<file path="src/completion_stream_pkg.sv">
package completion_stream_pkg;

    // ----------------------------------------
    // register map
    // ----------------------------------------
    localparam logic [7:0] CTRL_OFFSET = 8'h00;
    localparam logic [7:0] STATUS_OFFSET = 8'h04;
    localparam logic [7:0] DELIVERED_OFFSET = 8'h08;
    localparam int CTRL_ALIGNED_BIT = 0;
    localparam int CTRL_STRADDLE_BIT = 1;
    localparam logic CTRL_ALIGNED_RESET = 1'h0;
    localparam logic CTRL_STRADDLE_RESET = 1'h0;
    localparam int STATUS_BUSY_BIT = 0;
    localparam int STATUS_COUNT_POS = 8;

    // ----------------------------------------
    // stream layout
    // ----------------------------------------
    localparam int DESC_DWORDS = 3;
    localparam int STRADDLE_LANE = 4;
    localparam int STRADDLE_LANES = 8;

    typedef struct packed {
        logic [31:0] data;
        logic [3:0] be;
        logic kp;
        logic sof;
        logic eof;
    } lane_type;

    typedef enum logic [1:0] {
        S_IDLE = 2'b00,
        S_OFS = 2'b01,
        S_PAY = 2'b10,
        S_PAD = 2'b11
    } fsm_type;

endpackage

</file>
<file path="src/completion_stream_delivery.sv">
`timescale 1ns/1ns
module completion_stream_delivery
    import completion_stream_pkg::*;
#(
    parameter int LANES = 8
)
(
    input wire logic mclk,
    input wire logic rst_b,
    input wire logic wb_cyc_i,
    input wire logic wb_stb_i,
    input wire logic wb_we_i,
    input wire logic [7:0] wb_adr_i,
    input wire logic [3:0] wb_sel_i,
    input wire logic [31:0] wb_dat_i,
    output logic [31:0] wb_dat_o,
    output logic wb_ack_o,
    input wire logic hdr_valid,
    output logic hdr_ready,
    input wire logic [95:0] hdr_desc,
    input wire logic [10:0] hdr_dword_count,
    input wire logic [3:0] hdr_first_be,
    input wire logic [3:0] hdr_last_be,
    input wire logic [2:0] hdr_addr_offset,
    input wire logic hdr_zero_len,
    input wire logic pay_valid,
    output logic pay_ready,
    input wire logic [LANES*32-1:0] pay_data,
    output logic completion_stream_valid,
    input wire logic completion_stream_accept,
    output logic [LANES*32-1:0] completion_stream_data,
    output logic [LANES-1:0] completion_dword_keep,
    output logic completion_packet_last,
    output logic [LANES*4-1:0] completion_byte_enable,
    output logic first_packet_start_flag,
    output logic second_packet_start_flag,
    output logic [3:0] first_packet_end_field,
    output logic [3:0] second_packet_end_field
);

    localparam int CW = $clog2(2 * LANES) + 1;

    if (!(LANES == 4 || LANES == 8))
    begin : g_check
        $error("LANES must be 4 or 8");
    end

    typedef struct packed {
        fsm_type st;
        lane_type [2*LANES-1:0] lanes;
        logic [CW-1:0] count;
        logic aligned;
        logic strad;
        logic [2:0] offset;
        logic [10:0] total;
        logic [10:0] rem;
        logic [10:0] idx;
        logic [3:0] first_be;
        logic [3:0] last_be;
        logic zero;
        logic ctrl_aligned;
        logic ctrl_strad;
        logic ack;
        logic [31:0] rdata;
        logic [31:0] delivered;
    } state_type;

    state_type q;
    state_type d;

    // ----------------------------------------
    // payload byte enables
    // ----------------------------------------
    function automatic logic [3:0] dword_be(input logic [10:0] j, input logic [10:0] total,
                                            input logic [3:0] first, input logic [3:0] last,
                                            input logic zero);
        logic [3:0] be;
        be = zero ? 4'h0 : 4'hF;
        be = (j == 11'h000) ? (be & first) : be;
        be = (j == total - 11'h001) ? (be & last) : be;
        return be;
    endfunction

    // ----------------------------------------
    // packing and register access
    // ----------------------------------------
    always_comb
    begin
        lane_type [LANES-1:0] src;
        int n;
        int c1;
        int p;
        int ndone;
        logic room;
        logic pop;
        src = '0;
        n = 0;
        ndone = 0;
        d = q;
        hdr_ready = 1'b0;
        pay_ready = 1'b0;
        pop = (int'(q.count) >= LANES) && completion_stream_accept;
        c1 = int'(q.count) - (pop ? LANES : 0);
        if (pop)
        begin
            for (int i = 0; i < 2 * LANES; i++)
            begin
                d.lanes[i] = (i + LANES < 2 * LANES) ? q.lanes[i+LANES] : '0;
            end
            for (int i = 0; i < LANES; i++)
            begin
                ndone = ndone + int'(q.lanes[i].eof);
            end
            d.delivered = q.delivered + 32'(ndone);
        end
        p = c1 % LANES;
        room = (c1 <= LANES);
        unique case (q.st)
            S_IDLE:
            begin
                if (p != 0 && !hdr_valid)
                begin
                    n = LANES - p;
                    for (int i = 0; i < LANES; i++)
                    begin
                        src[i].kp = 1'b1;
                    end
                end
                else
                begin
                    hdr_ready = room;
                    if (hdr_valid && room)
                    begin
                        d.aligned = q.ctrl_aligned;
                        d.strad = q.ctrl_strad && !q.ctrl_aligned && (LANES == STRADDLE_LANES);
                        d.offset = hdr_addr_offset;
                        d.total = hdr_dword_count;
                        d.rem = hdr_dword_count;
                        d.idx = 11'h000;
                        d.first_be = hdr_first_be;
                        d.last_be = hdr_last_be;
                        d.zero = hdr_zero_len;
                        for (int i = 0; i < DESC_DWORDS; i++)
                        begin
                            src[i].data = hdr_desc[i*32+:32];
                            src[i].kp = 1'b1;
                        end
                        src[0].sof = 1'b1;
                        n = DESC_DWORDS;
                        if (hdr_dword_count == 11'h000)
                        begin
                            src[DESC_DWORDS-1].eof = 1'b1;
                            d.st = S_PAD;
                        end
                        else if (q.ctrl_aligned)
                        begin
                            n = LANES;
                            for (int i = DESC_DWORDS; i < LANES; i++)
                            begin
                                src[i].kp = 1'b1;
                            end
                            d.st = (int'(hdr_addr_offset) % LANES != 0) ? S_OFS : S_PAY;
                        end
                        else
                        begin
                            d.st = S_PAY;
                        end
                    end
                end
            end
            S_OFS:
            begin
                if (room)
                begin
                    n = int'(q.offset) % LANES;
                    for (int i = 0; i < LANES; i++)
                    begin
                        src[i].kp = 1'b1;
                    end
                    d.st = S_PAY;
                end
            end
            S_PAY:
            begin
                pay_ready = room;
                if (pay_valid && room)
                begin
                    n = (int'(q.rem) < LANES) ? int'(q.rem) : LANES;
                    for (int i = 0; i < LANES; i++)
                    begin
                        src[i].data = pay_data[i*32+:32];
                        src[i].kp = 1'b1;
                        src[i].be = dword_be(q.idx + 11'(i), q.total, q.first_be, q.last_be,
                                             q.zero);
                    end
                    src[n-1].eof = 1'b1;
                    d.rem = q.rem - 11'(n);
                    d.idx = q.idx + 11'(n);
                    if (int'(q.rem) == n)
                    begin
                        d.st = S_PAD;
                    end
                end
            end
            S_PAD:
            begin
                if (room)
                begin
                    if (p != 0 && q.strad && p <= STRADDLE_LANE && hdr_valid)
                    begin
                        n = STRADDLE_LANE - p;
                    end
                    else
                    begin
                        n = (LANES - p) % LANES;
                    end
                    for (int i = 0; i < LANES; i++)
                    begin
                        src[i].kp = q.strad;
                    end
                    d.st = S_IDLE;
                end
            end
        endcase
        for (int i = 0; i < 2 * LANES; i++)
        begin
            if (i >= c1 && i < c1 + n)
            begin
                d.lanes[i] = src[i-c1];
            end
        end
        d.count = CW'(c1 + n);
        d.ack = wb_cyc_i && wb_stb_i && !q.ack;
        if (d.ack)
        begin
            d.rdata = 32'h0000_0000;
            if (wb_we_i && wb_adr_i == CTRL_OFFSET && wb_sel_i[0])
            begin
                d.ctrl_aligned = wb_dat_i[CTRL_ALIGNED_BIT];
                d.ctrl_strad = wb_dat_i[CTRL_STRADDLE_BIT];
            end
            if (!wb_we_i)
            begin
                unique case (wb_adr_i)
                    CTRL_OFFSET:
                    begin
                        d.rdata[CTRL_ALIGNED_BIT] = q.ctrl_aligned;
                        d.rdata[CTRL_STRADDLE_BIT] = q.ctrl_strad;
                    end
                    STATUS_OFFSET:
                    begin
                        d.rdata[STATUS_BUSY_BIT] = (q.st != S_IDLE) || (q.count != '0);
                        d.rdata[STATUS_COUNT_POS+:CW] = q.count;
                    end
                    DELIVERED_OFFSET:
                    begin
                        d.rdata = q.delivered;
                    end
                    default:
                    begin
                        d.rdata = 32'h0000_0000;
                    end
                endcase
            end
        end
    end

    always_ff @(posedge mclk)
    begin
        if (!rst_b)
        begin
            q <= '0;
            q.ctrl_aligned <= CTRL_ALIGNED_RESET;
            q.ctrl_strad <= CTRL_STRADDLE_RESET;
        end
        else
        begin
            q <= d;
        end
    end

    // ----------------------------------------
    // stream outputs
    // ----------------------------------------
    always_comb
    begin
        logic [2:0] e0;
        logic [2:0] e1;
        int ne;
        logic any_sof;
        e0 = 3'h0;
        e1 = 3'h0;
        ne = 0;
        any_sof = 1'b0;
        wb_dat_o = q.rdata;
        wb_ack_o = q.ack;
        completion_stream_valid = int'(q.count) >= LANES;
        for (int i = 0; i < LANES; i++)
        begin
            completion_stream_data[i*32+:32] = q.lanes[i].data;
            completion_byte_enable[i*4+:4] = q.lanes[i].be;
            completion_dword_keep[i] = q.strad | q.lanes[i].kp;
            any_sof = any_sof | q.lanes[i].sof;
            if (q.lanes[i].eof)
            begin
                if (ne == 0)
                begin
                    e0 = 3'(i);
                end
                else
                begin
                    e1 = 3'(i);
                end
                ne = ne + 1;
            end
        end
        completion_packet_last = !q.strad && (ne != 0);
        first_packet_start_flag = any_sof;
        second_packet_start_flag = q.strad && q.lanes[0].sof
                                   && q.lanes[STRADDLE_LANE].sof;
        first_packet_end_field = {e0, ne != 0};
        second_packet_end_field = {e1, ne > 1};
    end
endmodule

</file>
<file path="config.mk">
export PLATFORM = sky130hd
export DESIGN_NAME = completion_stream_delivery
export DESIGN_NICKNAME = d
export VERILOG_FILES = /design/src/completion_stream_pkg.sv /design/src/completion_stream_delivery.sv
export SDC_FILE = /design/constraint.sdc
export NUM_CORES = 2
export LEC_CHECK = 0
export BUFFER_PORTS_ARGS = -buffer_cell sky130_fd_sc_hd__buf_2
export CORE_UTILIZATION = 45
export CTS_BUF_LIST = sky130_fd_sc_hd__clkbuf_16
export DETAILED_ROUTE_END_ITERATION = 6
export MAX_ROUTING_LAYER = met4
export PLACE_DENSITY = 0.68
export SKIP_CTS_REPAIR_TIMING = 1
export SYNTH_ARGS = -nofsm -noshare
export SYNTH_HDL_FRONTEND = slang
export SYNTH_SLANG_ARGS = --single-unit
</file>
<file path="constraint.sdc">
create_clock -name mclk -period 9.3 [get_ports mclk]
set_input_delay 0.93 -clock mclk [delete_from_list [all_inputs] [get_ports mclk]]
set_output_delay 0.93 -clock mclk [all_outputs]
set_load 0.01 [all_outputs]
</file>
# == Yosys cells after proc, flatten, opt, wreduce, memory -nomap -nowiden ==
# Index checks and enable logic that the tools add are counted.
# totals
mem_bits_ro,0
memories,0
input_bits,427
ram_bits,0
latch_bits,0
ff_bits,744
elab_cells,524
output_inout_bits,343
# classes
reduce_logical,83
n_div,0
bitwise_logic,27
n_eq_ne,20
n_lt_le_gt_ge,55
n_mux,198
multipliers,0
n_shift,0
n_addsub,46
# ops
op,n
39-bit binary-select mux with 3-bit select,16
39-bit two-way mux,48
624-bit two-way mux,1
32-bit two-way mux,15
312-bit bitwise mux,1
312-bit two-way mux,1
"5-bit by 32-bit < comparator with 1-bit output, first input constant",8
"32-bit by 2-bit adder with 32-bit output, second input constant",7
32-bit logical NOT,7
38-bit two-way mux,4
"4-bit by 32-bit < comparator with 1-bit output, first input constant",4
32-bit case mux with 2 select lines,2
32-bit case mux with 4 select lines,1
39-bit demux with 3-bit select,1
"7-bit by 5-bit < comparator with 1-bit output, second input constant",16
11-bit equality test,9
11-bit logical NOT,9
4-bit two-way mux,24
32-bit nonzero test,3
3-bit two-way mux,25
33-bit two-way mux,2
33-bit case mux with 2 select lines,1
"3-bit by 32-bit < comparator with 1-bit output, first input constant",2
31-bit two-way mux,2
other kinds (72),220

# == Longest topological paths before layout ==
# depth
depth_word,17
mapped_depth,40
mapped_depth_nobuf,33

# == Worst setup path before layout ==
# No wires, ideal clock.
# synth_timing
kind,input-to-reg
from,input port completion_stream_accept
to,register q[647] (netlist name)
required_ns,9.230
path_slack_ns,0.603
setup_time_ns,0.070
cell_stages,37
n_path_buf,10
arrival_time_ns,8.626
path_cell_list,nand2_1 -> inv_2 -> clkbuf_1 -> buf_1 -> ha_1 -> ha_1 -> o211a_1 -> clkbuf_1 -> clkbuf_1 -> clkbuf_1 -> buf_1 -> a21oi_1 -> a211oi_1 -> ha_1 -> inv_1 -> fa_1 -> nor2b_1 -> o21a_1 -> o21a_1 -> o41a_1 -> o21ai_0 -> nand2b_1 -> a21oi_1 -> fa_1 -> nor4b_1 -> nand4_1 -> a2111oi_0 -> o21a_1 -> o211ai_1 -> a2111oi_2 -> buf_2 -> a31o_2 -> clkbuf_1 -> clkbuf_1 -> clkbuf_1 -> nand3_1 -> a21oi_1
# synth_via
elab_chain_cells,15
word_cells_on_any_way,47
cone_classes,add/sub (4); order compare (4); mux (27); bitwise (2); reduce/logical (10)
# synth_rtl
element,line,source
from (decl),completion_stream_delivery.sv:30,"input wire logic completion_stream_accept,"
1-bit logical AND (*),completion_stream_delivery.sv:102,pop = (int'(q.count) >= LANES) && completion_stream_accept;
"parallel branches: the longest is 14 deep, another holds 6-bit by 32-bit adder with 32-bit output",--,
to (decl),completion_stream_delivery.sv:68,state_type q;
# Every way passes the cells marked *. The select of a mux whose other input is x is not followed.
# A chain may end at the register's enable or synchronous reset.

# == Final worst setup path ==
# layout_timing
from,register q[118] (netlist name)
to,register q[579] (netlist name)
# layout_via
elab_chain_cells,16
word_cells_on_any_way,48
cone_classes,add/sub (4); order compare (5); mux (27); bitwise (2); reduce/logical (10)
# layout_rtl
element
"parallel branches: the longest is 16 deep, another holds 6-bit by 32-bit adder with 32-bit output"
# Parallel ways; which one is timed is not known. The select of a mux whose other input is x is not followed.

==> run_results.csv <==
group,metric,value,unit
yosys,yosysSeqAreaShare,0.298,
yosys,synth_area,49900,um^2
critical_path,start_kind,"register",
timing,fmax,118,MHz
yosys,synth_top_family_by_area,"simple AND/OR/NAND/NOR gates",
timing,rsz0062_at_grt,"no",
yosys,synth_edf_count,0,
clock_tree,cts_tree,"built",
timing,fin_crit_sh,0.910,
yosys,synthCells,6565,
yosys,syn_area_per_cell,7.60,um^2
pwr,total_power,22100,uW
timing,tightestPinTransition,1.40,ns
clock_tree,cts_made_buffers,87,
cells_and_area,fin_nets,7113,
drt,vias,51000,
die,core_area,109000,um^2
timing,final.setup.tns,0,ns
yosys,yosysWarnings,0,
die,num_io_pins,770,
clock_tree,cts.clk_slew.worst_paths,0.06,ns
timing,worst_slack,0.835,ns
critical_path,cpPeakStageDelay,0.54,ns
placement,portBuffers,736,
critical_path,cpLargestDelayFamily,"compound AO/OA/AOI/OAI gates",
critical_path,arrival,8.98,ns
critical_path,reg2reg_from,"q[118]",
cells_and_area,drive_gt1_frac,0.184,
outcome,outcome,"finished clean",
drt,wl,222000,um
yosys,synth_mux_area_frac,0.111,
critical_path,cp.depth,34,
global_route,grt-ovfl-total,0,
clock_tree,htreeDepth,3,
die,dieArea,112000,um^2
cells_and_area,syn_to_final_growth,10.1,%
global_route,grt_pass1_vias,44200,
drt,antenna_left,0,
drt,wl_per_cell,27.2,um
timing,finalHoldViolCount,0,
pwr,power.density,402,nW/um^2
critical_path,worst_r2r_path_depth,34,
drt,drtPass1Iterations,5,
clock_tree,clock_latency,0.70,ns
yosys,synth-xor-area-share,0.0271,
placement,pre_cts_ws,0.694,ns
critical_path,crit_type,"reg2reg",
placement,gp_congestion,1.04,
clock_tree,clock-root-buffer,"clkbuf_16",
timing,drv_slew,0,
yosys,yosysUniqueCellTypes,86,
yosys,ys_ff_latch,744,
pwr,peakVddDrop,0.415,mV
die,start_util,0.456,
critical_path,critPathBufInv,6,
clock_tree,clockBufferDepth,3,
critical_path,end_kind,"register",
critical_path,rrSetupSlack,0.83,ns
global_route,grt_usage,0.388,
die,die_y,335,um
critical_path,worstPathRequired,9.82,ns
critical_path,worstSetupEndpoint,"q[579]",
cells_and_area,fin_area,55000,um^2
timing,finalSetupViolCount,0,
placement,dp_hpwl,160000,um
timing,period_needed,8.47,ns
critical_path,cpMaxStageDelayCell,"a2111oi_0",
critical_path,reg2reg_to,"q[579]",
die,rows,121,
global_route,grt_pass1_wl,313000,um
die,die_width,335,um
min_path,holdCritPathClass,"reg2reg",
clock_tree,cts.sinks,744,
critical_path,cp-startpoint,"q[118]",
yosys,yosys.area_share.simple,0.244,
yosys,synth-main-ff-cell,"dfxtp_1",
pwr,leakagePower,0.0224,uW
global_route,antenna_found_initial,37,
yosys,async_flop_share,0,
critical_path,crit_fanout,44,
global_route,grt_start_max_net_pins,208,
timing,relSlewSlack,0.0642,
timing,fin_skew,0.0470,ns
drt,drt_iter0_drc,6944,
drt,viasPerCell,6.24,
placement,postPlaceCellArea,52100,um^2
run,cap_violations,0,
yosys,synth_compound_area_frac,0.197,
yosys,synth_adder_area_share,0.0255,
drt,drc_errors,0,
-- cell usage in the layout, fill, tap and decap left out, drive strengths merged, types with 14 or more instances in the layout --
| cell type | n |
|---|---|
| fa | 16 |
| o22ai | 49 |
| a32o | 16 |
| inv | 101 |
| mux2 | 93 |
| o21ai | 187 |
| buf | 836 |
| clkinv | 38 |
| diode | 32 |
| a31oi | 102 |
| mux4 | 46 |
| a21o | 16 |
| dfxtp | 744 |
| o211a | 19 |
| a22o | 95 |
| nand2 | 962 |
| nor2 | 574 |
| mux2i | 343 |
| or4 | 15 |
| nand3 | 273 |
| nor4 | 25 |
| or2 | 83 |
| and2 | 101 |
| o211ai | 20 |
| ha | 76 |
| nand2b | 46 |
| clkbuf | 88 |
| xnor2 | 65 |
| a31o | 14 |
| a22oi | 35 |
| a21oi | 497 |
| and3 | 334 |
| a211oi | 319 |
| nor3 | 130 |
| or3 | 17 |
| nand4 | 28 |
| xor2 | 53 |
-- where the power goes --
group	leakage (uW)	switching, uW	internal [uW]
logic	0.0149	9490	4580
registers	0.00607	584	4020
clock network	0.00141	1500	1910
total	0.0224	11600	10500
-- routing by layer --
layer | GRT usage | share of wire
met3 | 0.122 | 0.13
met1 | 0.535 | 0.42
met5 | - | 0
met4 | 0.126 | 0.036
met2 | 0.530 | 0.41
-- worst min path at each step --
stage / to / depth (start not counted) / start / slack [ns]
floorplan: q[437] / 2 / q[437] / 0.43
global route: q[111] / 2 / q[111] / 0.47
global placement: q[109] / 2 / q[109] / 0.45
finish: q[437] / 2 / q[437] / 0.46
detailed placement: q[437] / 2 / q[437] / 0.45
CTS: q[437] / 2 / q[437] / 0.46
-- sequential cells by signal, indices dropped and copies added, names as in the netlist --
register / cells
q: 423
wb_ack_o: 1
wb_dat_o: 32
completion_byte_enable: 32
completion_stream_data: 256
-- Yosys cell counts (8+ instances only) --
library cell | n | area share
a2111oi_0 | 8 | 0.0014
a211oi_1 | 319 | 0.048
a21o_1 | 16 | 0.0024
a21oi_1 | 497 | 0.050
a22o_1 | 95 | 0.017
a22oi_1 | 35 | 0.0053
a2bb2oi_1 | 13 | 0.0023
a31o_2 | 14 | 0.0025
a31oi_1 | 102 | 0.013
a32o_1 | 16 | 0.0032
and2_1 | 97 | 0.012
and3_1 | 334 | 0.042
buf_1 | 56 | 0.0042
buf_4 | 320 | 0.048
clkbuf_1 | 519 | 0.039
dfxtp_1 | 744 | 0.30
fa_1 | 16 | 0.0064
ha_1 | 76 | 0.019
inv_1 | 73 | 0.0055
mux2_2 | 92 | 0.021
mux2i_1 | 343 | 0.069
mux4_2 | 46 | 0.021
nand2_1 | 962 | 0.072
nand2b_1 | 46 | 0.0058
nand3_1 | 273 | 0.027
nand4_1 | 28 | 0.0035
nor2_1 | 574 | 0.043
nor2b_1 | 13 | 0.0016
nor3_1 | 130 | 0.013
nor4_1 | 25 | 0.0031
o2111ai_1 | 8 | 0.0014
o211a_1 | 19 | 0.0038
o211ai_1 | 20 | 0.0030
o21a_1 | 11 | 0.0017
o21ai_0 | 187 | 0.019
o22ai_1 | 48 | 0.0060
o31ai_1 | 13 | 0.0020
or2_2 | 82 | 0.010
or3_1 | 17 | 0.0021
or4_1 | 15 | 0.0023
xnor2_1 | 65 | 0.011
xnor3_1 | 11 | 0.0050
xor2_1 | 53 | 0.0093
-- per-stage QoR --
| stage | util | hold slack (ns) | instances |
|---|---|---|---|
| 4_1_cts | 0.501 | 0.460 | 8139 |
| 6_report | 0.502 | 0.458 | 8171 |
| 3_5_place_dp | 0.476 | 0.450 | 7981 |
| 5_1_grt | 0.502 | 0.474 | 8164 |
| 3_3_place_gp | 0.476 | 0.447 | 7981 |
| 2_1_floorplan | - | 0.435 | 6570 |
-- cell type report --
cell class	count	area, um^2
diodes	32	80.1
inverters	79	314
well taps	1476	1850
fillers	10800	54500
repair buffers	836	4650
flip-flops and latches	744	14900
clock buffers	88	2200
clock inverters	70	549
multi-input cells	4846	30400
-- worst min-delay path, cell delays in order, from the launching register on --
cell and delay [ns]:
dfxtp_1 0.31, nand2_1 0.05, mux2i_1 0.05
-- kinds of logic (layout without fill, tap and decap cells) --
family / after synthesis / count (layout)
adder cells (fa/ha/maj): 92 / 92
XOR/XNOR: 132 / 132
AND/OR/NAND/NOR: 2626 / 2626
other: 2 / 39
AO/OA/AOI/OAI: 1507 / 1507
multiplexers: 482 / 482
buffers and inverters: 980 / 1073
flip-flops: 744 / 744
No activity file was read; power rests on OpenSTA's default activity.
